## src/logic/lcs_defines.vh

```
// constants for the lcd clock select block: register offsets, fields, resets
// assumes the includer has set up timescale and nettype
`ifndef LCS_DEFINES_VH
`define LCS_DEFINES_VH

// ==========================================================
// register word offsets (byte address = 4 * index)
`define LCS_IDX_MEMCLK   8'h04
`define LCS_IDX_PIXCLK   8'h05
`define LCS_IDX_FUNC     8'h40
`define LCS_IDX_STATUS   8'h41
`define LCS_IDX_PWMCFG   8'h42
`define LCS_IDX_PWMDUTY  8'h43
`define LCS_IDX_PWMSEL   8'hb1

// ==========================================================
// fields
`define LCS_MEM_DIV_HI   5
`define LCS_MEM_DIV_LO   4
`define LCS_FN_MEM       0
`define LCS_FN_LCD       1
`define LCS_FN_PWM       2

// ==========================================================
// reset values
`define LCS_RST_MEMCLK   8'h00
`define LCS_RST_PIXCLK   8'h00
`define LCS_RST_FUNC     8'h00
`define LCS_RST_PWMDUTY  8'h80

// ==========================================================
// pixel source codes
`define LCS_SRC_MEM      4'h0
`define LCS_SRC_BUS      4'h1
`define LCS_SRC_PRI      4'h2
`define LCS_SRC_SEC      4'h3

`endif

```

## src/logic/lcs_clock_select.v

```verilog
// clock generation and selection as clock enables on the primary clock clk_i
// assumes straps stable through reset and a classic wishbone single master
`timescale 1ns/1ps
`default_nettype none
`include "lcs_defines.vh"
module lcs_clock_select
(
    // clock and reset
    input wire clk_i,
    input wire rst_i,
    // wishbone slave
    input wire wb_cyc_i,
    input wire wb_stb_i,
    input wire wb_we_i,
    input wire [9:0] wb_adr_i,
    input wire [3:0] wb_sel_i,
    input wire [31:0] wb_dat_i,
    output reg [31:0] wb_dat_o,
    output reg wb_ack_o,
    // pins
    input wire [1:0] bus_divider_straps_i,
    input wire secondary_input_clock_i,
    // derived clock enables and backlight modulation output
    output reg bus_clk_en_o,
    output reg mem_clk_en_o,
    output reg pix_clk_en_o,
    output reg modulator_clock_en_o,
    output reg backlight_modulation_output_o
);
    // ==========================================================
    // registers
    reg [1:0] strap_code;
    reg [7:0] mem_cfg;
    reg [7:0] pix_cfg;
    reg [7:0] func_en;
    reg [7:0] pwm_duty;
    reg pwm_sel;
    reg in_reset;
    reg sec_q1;
    reg sec_q2;
    reg sec_q3;
    reg [7:0] pwm_cnt;
    wire bus_en;
    wire mem_en;
    wire pix_en;
    reg pix_tick;
    reg pwm_tick;
    wire wb_req;
    wire [7:0] idx;
    wire mem_run;
    wire lcd_run;
    wire pwm_run;

    // pixel divisor code 0..4 means 1,2,3,4,8; others fall back to 1
    function [3:0] pix_div;
        input [3:0] code;
        begin
            case (code)
                4'h0: pix_div = 4'h1;
                4'h1: pix_div = 4'h2;
                4'h2: pix_div = 4'h3;
                4'h3: pix_div = 4'h4;
                4'h4: pix_div = 4'h8;
                default: pix_div = 4'h1;
            endcase
        end
    endfunction

    // ==========================================================
    // strap capture: sampled every reset cycle, frozen at release
    always @(posedge clk_i)
    begin
        in_reset <= rst_i;
        if (rst_i)
            strap_code <= bus_divider_straps_i;
    end

    // ==========================================================
    // secondary clock edge detect; first stage feeds only the second
    always @(posedge clk_i)
    begin
        // the chain follows the pin through reset as well, so a pin that idles
        // high brings no false edge at release
        sec_q1 <= secondary_input_clock_i;
        sec_q2 <= sec_q1;
        sec_q3 <= sec_q2;
    end

    wire sec_tick = sec_q2 & ~sec_q3;

    // ==========================================================
    // gating by function: bus always runs, the rest follow enables
    assign mem_run = func_en[`LCS_FN_MEM] | func_en[`LCS_FN_LCD];
    assign lcd_run = func_en[`LCS_FN_LCD];
    assign pwm_run = func_en[`LCS_FN_PWM];

    lcs_divider u_bus
    (
        .clk_i(clk_i),
        .rst_i(rst_i),
        .tick_i(1'b1),
        .run_i(~in_reset),
        .div_i({2'b00, strap_code} + 4'h1),
        .en_o(bus_en)
    );

    lcs_divider u_mem
    (
        .clk_i(clk_i),
        .rst_i(rst_i),
        .tick_i(bus_en),
        .run_i(mem_run),
        .div_i({2'b00, mem_cfg[`LCS_MEM_DIV_HI:`LCS_MEM_DIV_LO]} + 4'h1),
        .en_o(mem_en)
    );

    // pixel source mux from the low nibble
    always @*
    begin
        case (pix_cfg[3:0])
            `LCS_SRC_MEM: pix_tick = mem_en;
            `LCS_SRC_BUS: pix_tick = bus_en;
            `LCS_SRC_PRI: pix_tick = 1'b1;
            `LCS_SRC_SEC: pix_tick = sec_tick;
            default: pix_tick = mem_en;
        endcase
    end

    lcs_divider u_pix
    (
        .clk_i(clk_i),
        .rst_i(rst_i),
        .tick_i(pix_tick),
        .run_i(lcd_run),
        .div_i(pix_div(pix_cfg[7:4])),
        .en_o(pix_en)
    );

    // modulator source: primary or secondary input
    always @*
    begin
        if (pwm_sel)
            pwm_tick = sec_tick;
        else
            pwm_tick = 1'b1;
    end

    // ==========================================================
    // output flops and backlight modulator
    always @(posedge clk_i)
    begin
        if (rst_i)
        begin
            bus_clk_en_o <= 1'b0;
            mem_clk_en_o <= 1'b0;
            pix_clk_en_o <= 1'b0;
            modulator_clock_en_o <= 1'b0;
            backlight_modulation_output_o <= 1'b0;
            pwm_cnt <= 8'h00;
        end
        else
        begin
            bus_clk_en_o <= bus_en;
            mem_clk_en_o <= mem_en;
            pix_clk_en_o <= pix_en;
            modulator_clock_en_o <= pwm_run & pwm_tick;
            if (!pwm_run)
            begin
                pwm_cnt <= 8'h00;
                backlight_modulation_output_o <= 1'b0;
            end
            else if (pwm_tick)
            begin
                pwm_cnt <= pwm_cnt + 8'h01;
                backlight_modulation_output_o <= (pwm_cnt < pwm_duty);
            end
        end
    end

    // ==========================================================
    // wishbone slave: ack one cycle after request, dropped next cycle
    assign wb_req = wb_cyc_i & wb_stb_i & ~wb_ack_o;
    assign idx = wb_adr_i[9:2];

    always @(posedge clk_i)
    begin
        if (rst_i)
        begin
            wb_ack_o <= 1'b0;
            wb_dat_o <= 32'h00000000;
            mem_cfg <= `LCS_RST_MEMCLK;
            pix_cfg <= `LCS_RST_PIXCLK;
            func_en <= `LCS_RST_FUNC;
            pwm_duty <= `LCS_RST_PWMDUTY;
            pwm_sel <= 1'b0;
        end
        else
        begin
            wb_ack_o <= wb_req;
            wb_dat_o <= 32'h00000000;
            if (wb_req && wb_we_i && wb_sel_i[0])
            begin
                case (idx)
                    `LCS_IDX_MEMCLK: mem_cfg <= wb_dat_i[7:0] & 8'h30;
                    `LCS_IDX_PIXCLK: pix_cfg <= wb_dat_i[7:0] & 8'h73;
                    `LCS_IDX_FUNC: func_en <= wb_dat_i[7:0] & 8'h07;
                    `LCS_IDX_PWMDUTY: pwm_duty <= wb_dat_i[7:0];
                    `LCS_IDX_PWMSEL: pwm_sel <= wb_dat_i[0];
                    default: ;
                endcase
            end
            if (wb_req && !wb_we_i)
            begin
                case (idx)
                    `LCS_IDX_MEMCLK: wb_dat_o <= {24'h000000, mem_cfg};
                    `LCS_IDX_PIXCLK: wb_dat_o <= {24'h000000, pix_cfg};
                    `LCS_IDX_FUNC: wb_dat_o <= {24'h000000, func_en};
                    `LCS_IDX_STATUS: wb_dat_o <= {26'h0000000, strap_code,
                        1'b0, pwm_run, lcd_run, mem_run};
                    `LCS_IDX_PWMDUTY: wb_dat_o <= {24'h000000, pwm_duty};
                    `LCS_IDX_PWMSEL: wb_dat_o <= {31'h00000000, pwm_sel};
                    default: wb_dat_o <= 32'h00000000;
                endcase
            end
        end
    end
endmodule // lcs_clock_select
`default_nettype wire

```

## src/logic/lcs_divider.v

```verilog
// one clock-enable divider: pulses en_o once every div_i input ticks
// assumes div_i is only taken at a period boundary so no runt period results
`timescale 1ns/1ps
`default_nettype none
module lcs_divider
(
    // clock and reset
    input wire clk_i,
    input wire rst_i,
    // control
    input wire tick_i,
    input wire run_i,
    input wire [3:0] div_i,
    // output
    output reg en_o
);
    reg [3:0] cnt;
    reg [3:0] div_held;

    always @(posedge clk_i)
    begin
        if (rst_i)
        begin
            cnt <= 4'h0;
            div_held <= 4'h1;
            en_o <= 1'b0;
        end
        else if (!run_i)
        begin
            // gated: restart cleanly so the first period after enable is whole
            cnt <= 4'h0;
            div_held <= div_i;
            en_o <= 1'b0;
        end
        else if (tick_i)
        begin
            if (cnt + 4'h1 >= div_held)
            begin
                cnt <= 4'h0;
                div_held <= div_i;
                en_o <= 1'b1;
            end
            else
            begin
                cnt <= cnt + 4'h1;
                en_o <= 1'b0;
            end
        end
        else
        begin
            en_o <= 1'b0;
        end
    end
endmodule // lcs_divider
`default_nettype wire

```

## config.mk

```make
export PLATFORM = sky130hd
export DESIGN_NAME = lcs_clock_select
export DESIGN_NICKNAME = d
export VERILOG_FILES = /design/src/logic/lcs_clock_select.v /design/src/logic/lcs_divider.v
export VERILOG_INCLUDE_DIRS = /design/src /design/src/logic
export SDC_FILE = /design/constraint.sdc
export NUM_CORES = 1
export LEC_CHECK = 0
export BUFFER_PORTS_ARGS = -buffer_cell sky130_fd_sc_hd__buf_2
export CORE_MARGIN = 2
export CORE_UTILIZATION = 57
export CTS_CLUSTER_SIZE = 16
export DETAILED_ROUTE_END_ITERATION = 16
export PLACE_DENSITY = 0.87
export SYNTH_ARGS = -nofsm -noshare
export SYNTH_HDL_FRONTEND = slang
export SYNTH_SLANG_ARGS = --single-unit
export TNS_END_PERCENT = 100
```

## constraint.sdc

```tcl
create_clock -name clk_i -period 4.9 [get_ports clk_i]
set_input_delay 0.98 -clock clk_i [delete_from_list [all_inputs] [get_ports clk_i]]
set_output_delay 0.98 -clock clk_i [all_outputs]
set_load 0.01 [all_outputs]
```

## Word level (Yosys, flattened, before mapping)

Index checks and enable logic that the tools add are counted.

| storage, ports and cells | value |
|---|---|
| register bits | 98 |
| input bits | 54 |
| output and inout port bits | 38 |
| logic and storage cells | 104 |

| operators by class | value |
|---|---|
| $add $sub $neg | 6 |
| order comparisons | 4 |
| eq/ne operators | 17 |
| muxes and demuxes | 17 |
| bitwise logic cells | 13 |
| reductions and logical operators | 20 |

Operator list:

| kind | count |
|---|---|
| $pmux 8 s6 | 1 |
| $mux 4 | 10 |
| $eq 8x7->1 const B | 3 |
| $eq 8x3->1 const B | 2 |
| $pmux 4 s4 | 1 |
| $reduce_and 2->1 | 7 |
| $add 4x1->4 const B | 3 |
| $ge 4x4->1 | 3 |
| $reduce_or 2->1 | 5 |
| $reduce_or 3->1 | 3 |
| $add 8x1->8 const B | 1 |
| $eq 8x8->1 const B | 1 |
| $lt 8x8->1 | 1 |
| $not 1->1 | 8 |
| $add 2x1->3 const B | 2 |
| $eq 3x2->1 const B | 2 |
| $and 1x1->1 | 4 |
| $eq 2x2->1 const B | 2 |
| $mux 1 | 4 |
| $ne 2x1->1 const B | 2 |
| $ne 2x2->1 const B | 2 |
| $eq 3x1->1 const B | 1 |
| $eq 3x3->1 const B | 1 |
| $logic_and 1x1->1 | 3 |
| 5 further kinds | 5 |

## Longest topological paths before layout

Gate-level depths: netlist (run 1).

| logic depth | value |
|---|---|
| depth after elaboration | 5 |
| depth in mapped cells | 7 |
| depth with buffers taken out | 7 |

## By module

Synthesis (run 1) repeated with hierarchy kept, for this count alone.

| unflattened totals | value |
|---|---|
| cell total of the unflattened synthesis | 441 |
| area total of the unflattened synthesis | 4,008.8 µm² |

By module, submodules not included:

| module | instances | cells an instance | area an instance (µm²) | seq. area each (µm²) |
|---|---|---|---|---|
| lcs_clock_select | 1 | 261 | 2,346.0 | 960.9 |
| lcs_divider | 3 | 60 | 554.3 | 180.2 |

## Worst setup path before layout (run 1)

Ideal clock, no wire load.

| path | value |
|---|---|
| path type | input -> register |
| start point | input port wb_adr_i[7] |
| end point | register pix_cfg[0] |
| setup time | 128 ps |
| data arrival time | 2,288 ps |
| required time | 4,772 ps |
| setup slack | 2,484 ps |
| stages on the path | 5 |
| path buffers | 1 |
| cell sequence | or4b_1 -> buf_2 -> nor4_4 -> mux2i_1 -> nor2_1 |

| on the way | value |
|---|---|
| word-level cells in the longest chain between the ends | 2 |

RTL lines:

| element | RTL line | RTL |
|---|---|---|
| start, declared | lcs_clock_select.v:15 | `input wire [9:0] wb_adr_i,` |
| $eq 8x3->1 | lcs_clock_select.v:203 | `case (idx)` |
| $reduce_and 2->1 (no source line) | n/a |  |
| end signal, assigned | lcs_clock_select.v:192 | `` pix_cfg <= `LCS_RST_PIXCLK; `` |
| end signal, assigned | lcs_clock_select.v:205 | `` `LCS_IDX_PIXCLK: pix_cfg <= wb_dat_i[7:0] & 8'h73; `` |
| end, declared | lcs_clock_select.v:34 | `reg [7:0] pix_cfg;` |

Every way passes these cells.
A chain may end at the register's enable or synchronous reset.

## Final worst setup path (run 1)

| path | value |
|---|---|
| start point | input port rst_i |
| end point | register pwm_cnt[3] |

| on the way | value |
|---|---|
| word-level cells in the longest chain between the ends | 1 |

RTL lines:

| element | RTL line | RTL |
|---|---|---|
| start, declared | lcs_clock_select.v:10 | `input wire rst_i,` |
| $reduce_or 2->1 (no source line) | n/a |  |
| end signal, assigned | lcs_clock_select.v:174 | `pwm_cnt <= pwm_cnt + 8'h01;` |
| end, declared | lcs_clock_select.v:42 | `reg [7:0] pwm_cnt;` |

Every way passes these cells.

==> results of run 1 <==
[report_power, final]
group	leakage (nW)	switching [W]	total (W)	internal [W]
sequential	0.586	0.00000541	0.000601	0.000595
combinational	0.887	0.0000444	0.0000658	0.0000214
clock	0.115	0.000219	0.000547	0.000328
[cells by family after synthesis]
logic type	Yosys count
and+or+nand+nor	138
AOI/OAI and AO/OA	59
adders and majority gates	23
other	1
buffers and inverters	61
muxes	28
xor gates and xnor gates	16
DFF	72
[per-layer routing]
metal	GRT usage, %	routed length, um	vias up
li1	-	-	1424
met1	27.9	3270	1344
met5	0	0	-
met4	9.24	166	0
met2	34.4	3370	135
met3	5.14	552	17
[layout make-up]
cell class | instances | area, um2 | share of cell area, %
multi-input combinational | 289 | 1920 | 48.0
sequential | 72 | 1460 | 36.5
timing repair buffer | 39 | 198 | 4.94
clock buffer | 12 | 165 | 4.12
tap | 77 | 96.3 | 2.41
inverter | 23 | 86.3 | 2.16
clock inverter | 4 | 75.1 | 1.87
[synthesized netlist by cell type (all sizes together), types with 3 or more instances]
| master | instances | area (um2) |
|---|---|---|
| ha | 23 | 288 |
| dfxtp | 70 | 1400 |
| mux2i | 24 | 240 |
| or3 | 6 | 37.5 |
| xor2 | 8 | 70.1 |
| and3 | 8 | 50.1 |
| a21oi | 14 | 70.1 |
| clkbuf | 12 | 45.0 |
| o311ai | 3 | 26.3 |
| a31oi | 3 | 18.8 |
| o21ai | 13 | 65.1 |
| a21o | 3 | 22.5 |
| nand3 | 15 | 75.1 |
| nor4 | 3 | 33.8 |
| mux2 | 4 | 45.0 |
| buf | 26 | 189 |
| nor3b | 7 | 52.6 |
| nor2 | 29 | 109 |
| inv | 22 | 82.6 |
| a211oi | 6 | 45.0 |
| nor3 | 16 | 91.3 |
| nand2b | 5 | 31.3 |
| nand2 | 33 | 124 |
| nor2b | 7 | 43.8 |
| xnor2 | 8 | 70.1 |
[flip-flops by register name, indices dropped and copies added, names as in the netlist, 2 cells and up]
name and flops:
pwm_duty 8, u_pix.div_held 4, mem_cfg 2, u_bus.cnt 4
wb_dat_o 8, func_en 3, u_mem.cnt 4, pwm_cnt 8
u_mem.div_held 3, pix_cfg 5, u_pix.cnt 4, strap_code 2
u_bus.div_held 3
[worst max-delay path by stage]
stage	end	startpoint	slack [ns]
6_report	pwm_cnt[3]	rst_i	2.42
5_1_grt	pwm_cnt[3]	rst_i	2.30
4_1_cts	pwm_cnt[3]	rst_i	2.46
3_5_place_dp	pwm_cnt[3]	rst_i	2.10
3_3_place_gp	pwm_cnt[2]	rst_i	2.14
2_1_floorplan	pix_cfg[0]	wb_adr_i[7]	2.48
[per-stage QoR]
step | total power [W] | instance area (um2) | cells | utilization [%]
detailed placement | 0.000678 | 3760 | 500 | 60.3
global placement | 0.000677 | 3760 | 500 | 60.3
CTS | 0.00122 | 4010 | 516 | 64.2
finish | 0.00121 | 4010 | 516 | 64.2
global route | 0.00125 | 4010 | 516 | 64.2
floorplan | 0.000669 | 3700 | 422 | -
==> flow_metrics.tcl, run 1 <==
set metrics [dict create \
    worst_path_largest_cell_delay_ns 0.48 \
    main_combinational_cell_family_by_area_after_synthesis "simple AND/OR/NAND/NOR gates" \
    ant_nets 0 \
    fin_ws_ns 2.42 \
    hold_path.class "reg -> reg" \
    worst_setup_path_end_kind "flop" \
    worst-r2r-cell-count 5 \
    clock_insertion_delay_worst_skew_ns 0.35 \
    area_delta_synth_final_pct 10.8 \
    most_frequent_standard_cell_in_the_layout_excluding_fill_and_tap_cells "sky130_fd_sc_hd__dfxtp_1" \
    ys_seq_area_share_pct 40.4 \
    worst_tran_pin_value_ns 0.756 \
    timing.final.crit_share_pct 50.7 \
    timing.final.setup_violations 0 \
    route.detailed.wl_per_inst_um 14.3 \
    power.ir.vdd_worst_v 0.000179 \
    critical_path_depth 5 \
    worst-r2r-setup-slack_ns 2.48 \
    clock_skew_ns 0.0108 \
    worst_setup_path_class "in -> reg" \
    syn_area_per_cell_um2 9.08 \
    cts.reportedPaths.clkPinSlew_ns 0.07 \
    ioPinCount 92 \
    pwr_dens_nw_per_um2 303 \
    power.leakage_nw 1.59 \
    timing.final.max_slew_violations 0 \
    ys_async_sr_fraction_pct 0 \
    placement.io_buffers 38 \
    ctsResizeCount 0 \
    num-nets-final 511 \
    cts_num_sinks 72 \
    timing.critical_path.cells "buf_2, clkinv_1, buf_4, nand2_1, nor2_1" \
    final_cell_mix "sky130_fd_sc_hd__dfxtp_1, sky130_fd_sc_hd__buf_2, sky130_fd_sc_hd__nand2_1, sky130_fd_sc_hd__nor2_1, sky130_fd_sc_hd__conb_1" \
    worstPathRequired_ns 5.12 \
    unique_masters_post_synth 52 \
    timing.critical_path.max_delay_family "buffers and inverters" \
    finalCriticalPeriod_ns 2.48 \
    grt.total_usage_pct 21.5 \
    grt_pass1_wl_um 12200 \
    worst_case_clock_buffer_depth 2 \
    remaining_max_slew_budget_at_the_tightest_pin_pct 49.5 \
    synth_enable_flop_cells 2 \
    vias 2920 \
    maximum_fanout_along_the_worst_path 30 \
    htree_levels 3 \
    rr_startpoint "u_pix.cnt[0]" \
    antenna_found_initial 0 \
    place_ws_ns 2.10 \
    fillCellCount 499 \
    synth_mux_area_share_pct 7.89 \
    detail_route.first_pass.iterations 5 \
    timing.setup.tns_ns 0 \
    detailedPlacementHpwl_um 5340 \
    hold_depth 0 \
    hold-worst-slack_ns 0.328 \
    chipWidth_um 83.6 \
    ys_dominant_reg_cell "sky130_fd_sc_hd__dfxtp_1" \
    cp.arrival_ns 2.70 \
    count_of_hold_buffers_inserted_by_post_cts_repair 0 \
    synth_area_in_adders_pct 7.96 \
    hold_viol 0 \
    grt_start_max_net_pins 31 \
    synth_compound_area_share_pct 10.9 \
    tritoncts.num_buffers 9 \
    clock-root-buffer "sky130_fd_sc_hd__clkbuf_8" \
    hold_path_end "sec_q2" \
    drt_wl_total_um 7360 \
    post_drt_via_cell_ratio 5.66 \
    cts_tree "done" \
    initial_drc_count 196 \
    synthSimpleGateAreaFrac_pct 20.0 \
    drt_drc_violations_left 0 \
    synth-xor-area-share_pct 3.88 \
    min_from "sec_q1" \
    maxcap_viol_count 0 \
    mappedNetlistArea_um2 3610 \
    gpl.final_weighted_congestion 0.877 \
    globalRoute.totalOverflow 0 \
    netlist_instances 398 \
    critical_path.n_buffers_inverters 3 \
    postCtsSetupBuffers 0 \
    fp.coreArea_um2 6240 \
    yosys_register_bits 72 \
    post_route_cells_drive_above_1_share_pct 14.6 \
    yosysWarningCount 0 \
    cpMaxStageDelayCell "sky130_fd_sc_hd__clkinv_1" \
    status "completed" \
    die-area_um2 6990 \
    rsz0062_at_grt "no" \
    initial_cell_density_of_the_core_pct 57.9 \
    max_freq_mhz 403 \
    placement_rows 29 \
    crit-reg2reg-capture "u_pix.div_held[1]" \
    via_count_of_the_first_global_routing_pass 2719 \
    chipHeight_um 83.6 \
    n_antenna_cell 0 \
    worstSetupStartpointType "input pin" \
]
No activity file was read; power rests on OpenSTA's default activity.
==> inputs of run 2 (changes only) <==
- CORE_UTILIZATION: 57 -> 53
- PLACE_DENSITY: 0.87 -> 0.82
- clock period: 4.9 -> 2.4 ns (I/O delays scaled with it)
==> run 2 against run 1 <==
Critical path depth is the same. Clock skew shrank 0.0041 ns. Global-route usage shrank 0.66 points. Final area grew 1.4%. Sequential power grew 100%. Combinational power grew 110%. Power grew 110%. Sequential cell count is the same. Via count is essentially flat. Hold slack lost 0.10 ns. Core utilization shrank 3.4 points. Critical path type is now reg -> reg. Largest cell class unchanged. Largest power group unchanged.
==> flow_metrics.tcl, run 2 (synthesis results as in run 1) <==
set metrics [dict create \
    detail_route.first_pass.iterations 5 \
    rsz0062_at_grt "no" \
    clock_insertion_delay_worst_skew_ns 0.36 \
    via_count_of_the_first_global_routing_pass 2636 \
    postCtsSetupBuffers 0 \
    max_freq_mhz 454 \
    ctsResizeCount 0 \
    placement_rows 30 \
    clock-root-buffer "sky130_fd_sc_hd__clkbuf_8" \
    initial_cell_density_of_the_core_pct 54.1 \
    seq_area_um2 1460 \
    hold_path_end "sec_q1" \
    finalCriticalPeriod_ns 2.20 \
    hold_path.class "in -> reg" \
    power.leakage_nw 1.63 \
    cpMostUsedCell "sky130_fd_sc_hd__ha_1" \
    crit-reg2reg-capture "u_pix.div_held[1]" \
    most_frequent_standard_cell_in_the_layout_excluding_fill_and_tap_cells "sky130_fd_sc_hd__dfxtp_1" \
    worst_path_largest_cell_delay_ns 0.46 \
    n_antenna_cell 0 \
    critical_path.n_buffers_inverters 0 \
    detailedPlacementHpwl_um 5560 \
    vias 2919 \
    fin_ws_ns 0.200 \
    cts_num_sinks 72 \
    tritoncts.num_buffers 9 \
    die-area_um2 7500 \
    worstPathRequired_ns 2.65 \
    fillCellCount 564 \
    layout_top_registers "pwm_cnt (8), pwm_duty (8), wb_dat_o (8)" \
    count_of_hold_buffers_inserted_by_post_cts_repair 0 \
    timing.setup.tns_ns 0 \
    maximum_fanout_along_the_worst_path 4 \
    htree_levels 3 \
    multi_input_comb_area_um2 1920 \
    route.detailed.wl_per_inst_um 14.3 \
    cts.reportedPaths.clkPinSlew_ns 0.07 \
    worst-r2r-cell-count 5 \
    chipWidth_um 86.6 \
    drt_drc_violations_left 0 \
    maxcap_viol_count 0 \
    chipHeight_um 86.6 \
    post_drt_via_cell_ratio 5.57 \
    pwr_dens_nw_per_um2 629 \
    worst_tran_pin_value_ns 0.590 \
    grt_start_max_net_pins 22 \
    post_route_cells_drive_above_1_share_pct 15.5 \
    drt_wl_total_um 7500 \
    placement.io_buffers 38 \
    hold_viol 0 \
    rr_startpoint "u_pix.cnt[0]" \
    gr-usage-met1_pct 27.0 \
    cts_tree "done" \
    place_ws_ns 0.234 \
    gr-usage-met2_pct 32.4 \
    remaining_max_slew_budget_at_the_tightest_pin_pct 60.0 \
    timing.critical_path.cells "ha_1, ha_1, a2111oi_1, o31a_1, mux2_2" \
    fp.coreArea_um2 6680 \
    ioPinCount 92 \
    clock_skew_ns 0.00665 \
    worst_case_clock_buffer_depth 2 \
    num-nets-final 516 \
    worst-r2r-setup-slack_ns 0.20 \
    antenna_found_initial 0 \
    met3_usage_pct 6.10 \
    initial_drc_count 250 \
    min_from "secondary_input_clock_i" \
    worstSetupStartpointType "flop" \
    area_delta_synth_final_pct 12.3 \
    timing.final.crit_share_pct 91.7 \
    timing.final.max_slew_violations 0 \
    ant_nets 0 \
    grt_pass1_wl_um 12000 \
    power.ir.vdd_worst_v 0.000281 \
    gpl.final_weighted_congestion 0.979 \
    timing.critical_path.max_delay_family "compound AO/OA/AOI/OAI gates" \
    timing.final.setup_violations 0 \
    final_cell_mix "sky130_fd_sc_hd__dfxtp_1, sky130_fd_sc_hd__buf_2, sky130_fd_sc_hd__nand2_1, sky130_fd_sc_hd__nor2_1, sky130_fd_sc_hd__conb_1" \
    grt.total_usage_pct 20.9 \
    worst_setup_path_end_kind "flop" \
    hold_depth 1 \
    worst_setup_path_class "reg -> reg" \
    cp.arrival_ns 2.45 \
    cpMaxStageDelayCell "sky130_fd_sc_hd__a2111oi_1" \
    status "completed" \
    globalRoute.totalOverflow 0 \
    grt.busiest_layer "met2" \
]
[run 2: changes by cell type in the layout (fill, tap and decap cells not counted), sizes merged]
| cell | delta |
|---|---|
| buf | +5 |
| clkinv | +1 |
| bufinv | +1 |
| clkinvlp | -1 |
| clkbuf | -1 |
[run 2: area by class of cell]
cell class                      instances  area share (%)
Multi-Input combinational cell        289            47.4
Sequential cell                        72            36.0
Timing Repair Buffer                   44            5.79
Clock buffer                           11            3.73
Clock inverter                          5            2.53
Tap cell                               80            2.47
Inverter                               23            2.13
[run 2: layer usage]
layer / up-vias / part of all wire [%]
met5: - / 0
met1: 1363 / 45
met3: 20 / 6.2
met2: 104 / 46
met4: 0 / 2.4
li1: 1432 / -
[run 2: worst max path at each step]
stage / endpoint / from / slack [ns] / cells after the start
4_1_cts: u_pix.div_held[1] / u_pix.cnt[0] / 0.20 / 7
2_1_floorplan: u_pix.div_held[1] / u_pix.cnt[0] / 0.22 / 5
3_5_place_dp: u_pix.div_held[1] / u_pix.cnt[0] / 0.23 / 7
6_report: u_pix.div_held[1] / u_pix.cnt[0] / 0.20 / 5
3_3_place_gp: u_pix.div_held[1] / u_pix.cnt[0] / 0.26 / 5
5_1_grt: u_pix.div_held[1] / u_pix.cnt[0] / 0.07 / 6
[run 2: metrics by stage]
stage	power (W)	instances	util [%]	hold WS [ns]	instance area, um2
2_1_floorplan	0.00137	422	-	0.310	3700
3_3_place_gp	0.00139	508	57.0	0.316	3810
3_5_place_dp	0.00139	508	57.0	0.312	3810
4_1_cts	0.00257	524	60.8	0.215	4060
5_1_grt	0.00264	524	60.8	0.215	4060
6_report	0.00256	524	60.8	0.226	4060
[run 2: power breakdown]
group	internal (W)	switching, W
Sequential	0.00122	0.0000116
Clock	0.000745	0.000445
Combinational	0.0000471	0.0000917
==> inputs of run 3 (changes only) <==
- PLACE_DENSITY: 0.82 -> 0.77
==> run 3 against run 2 <==
Die area is the same. Sequential power is essentially flat. Routed wire length shrank 0.52%. Critical path type unchanged. Largest cell class unchanged. Largest power group unchanged. Highest routed layer unchanged.
==> flow_metrics.tcl, run 3 (synthesis results as in run 1) <==
set metrics [dict create \
    drt_drc_violations_left 0 \
    fp.coreArea_um2 6680 \
    worstSetupStartpointType "flop" \
    cpMaxStageDelayCell "sky130_fd_sc_hd__a2111oi_1" \
    die-area_um2 7500 \
    placement_rows 30 \
    multi_input_comb_area_um2 1920 \
    power.total_w 0.00231 \
    cpMostUsedCell "sky130_fd_sc_hd__ha_1" \
    worst_case_clock_buffer_depth 2 \
    timing.critical_path.max_delay_family "compound AO/OA/AOI/OAI gates" \
    grt.total_usage_pct 20.9 \
    remaining_max_slew_budget_at_the_tightest_pin_pct 60.4 \
    cts.reportedPaths.clkPinSlew_ns 0.07 \
    initial_drc_count 179 \
    status "completed" \
    clock-root-buffer "sky130_fd_sc_hd__clkbuf_8" \
    worstPathRequired_ns 2.64 \
    grt_pass1_wl_um 12200 \
    rsz0062_at_grt "no" \
    ctsResizeCount 0 \
    tritoncts.num_buffers 9 \
    post_drt_via_cell_ratio 5.44 \
    worst_tran_pin_value_ns 0.585 \
    area_delta_synth_final_pct 10.8 \
    grt_start_max_net_pins 29 \
    power.ir.vdd_worst_v 0.000288 \
    via_count_of_the_first_global_routing_pass 2676 \
    timing.final.max_slew_violations 0 \
    pwr_dens_nw_per_um2 577 \
    worst_setup_path_end_kind "flop" \
    fillCellCount 552 \
    antenna_found_initial 0 \
    clock_skew_ns 0.0120 \
    clock_insertion_delay_worst_skew_ns 0.35 \
    vias 2856 \
    initial_cell_density_of_the_core_pct 54.1 \
    critical_path.n_buffers_inverters 0 \
    maxcap_viol_count 0 \
    layout_top_registers "pwm_cnt (8), pwm_duty (8), wb_dat_o (8)" \
    timing.critical_path.cells "ha_1, ha_1, a2111oi_1, o31a_1, mux2_2" \
    final_cell_mix "sky130_fd_sc_hd__dfxtp_1, sky130_fd_sc_hd__buf_2, sky130_fd_sc_hd__nand2_1, sky130_fd_sc_hd__nor2_1, sky130_fd_sc_hd__conb_1" \
    worst_setup_path_class "reg -> reg" \
    timing.final.crit_share_pct 91.2 \
    worst_path_largest_cell_delay_ns 0.44 \
    postCtsSetupBuffers 0 \
    timing.final.setup_violations 0 \
    place_ws_ns 0.217 \
    ant_nets 0 \
    cp.arrival_ns 2.43 \
    finalCriticalPeriod_ns 2.19 \
    post_route_cells_drive_above_1_share_pct 15.1 \
    drt_wl_total_um 7460 \
    globalRoute.totalOverflow 0 \
    timing.setup.tns_ns 0 \
    num-nets-final 517 \
    cts_num_sinks 72 \
    hold_viol 0 \
    ioPinCount 92 \
    count_of_hold_buffers_inserted_by_post_cts_repair 0 \
    placement.io_buffers 38 \
    n_antenna_cell 0 \
    maximum_fanout_along_the_worst_path 4 \
    detail_route.first_pass.iterations 6 \
    most_frequent_standard_cell_in_the_layout_excluding_fill_and_tap_cells "sky130_fd_sc_hd__dfxtp_1" \
    gpl.final_weighted_congestion 0.831 \
    chipWidth_um 86.6 \
    detailedPlacementHpwl_um 5510 \
    htree_levels 3 \
    cts_tree "done" \
    route.detailed.wl_per_inst_um 14.2 \
    hold_path.class "in -> reg" \
    max_freq_mhz 457 \
    seq_area_um2 1460 \
    chipHeight_um 86.6 \
    power.leakage_nw 1.60 \
    fin_ws_ns 0.210 \
]
[run 3: area by class of cell]
type | count | share of cell area [%]
multi-input combinational | 289 | 48.0
sequential | 72 | 36.5
timing repair buffer | 45 | 6.06
clock buffer | 13 | 3.72
tap | 80 | 2.50
inverter | 23 | 2.16
clock inverter | 3 | 1.06
[run 3: final timing paths]
| kind | cells after the start | end | slack (ns) | start |
|---|---|---|---|---|
| setup / recovery | 5 | u_pix.div_held[1] | 0.21 | u_pix.cnt[0] |
| hold / removal | 1 | sec_q1 | 0.24 | secondary_input_clock_i |
| setup reg to reg | 5 | u_pix.div_held[1] | 0.21 | u_pix.cnt[0] |
| hold reg to reg | 0 | sec_q2 | 0.33 | sec_q1 |
[run 3: worst register-to-register path, cell delays in order (launching register included)]
cell                        delay (ns)
sky130_fd_sc_hd__dfxtp_1          0.36
sky130_fd_sc_hd__ha_1             0.34
sky130_fd_sc_hd__ha_1             0.31
sky130_fd_sc_hd__a2111oi_1        0.44
sky130_fd_sc_hd__o31a_1           0.29
sky130_fd_sc_hd__mux2_2           0.35
[run 3: metal layers]
| layer | share of wire (%) | wire length, um | vias up | GRT usage [%] |
|---|---|---|---|---|
| li1 | - | - | 1436 | - |
| met4 | 1.3 | 100 | 0 | 9.52 |
| met2 | 45 | 3360 | 90 | 33.4 |
| met3 | 6.5 | 486 | 11 | 4.19 |
| met1 | 47 | 3510 | 1319 | 27.2 |
| met5 | 0 | 0 | - | 0 |
[run 3: where the power goes]
part	switching [W]	total, W	internal [W]	leakage, nW
clock	0.000433	0.000942	0.000508	0.0936
sequential	0.0000119	0.00123	0.00122	0.586
combinational	0.0000924	0.000142	0.0000491	0.917
[run 3: per-stage QoR]
stage,instances,hold WS (ns),util (%),cell area [um2]
after CTS,525,0.228,59.9,4010
final,525,0.238,59.9,4010
after global routing,525,0.233,59.9,4010
after floorplan,422,0.310,-,3700
after detailed placement,509,0.317,57.1,3810
after global placement,509,0.311,57.1,3810
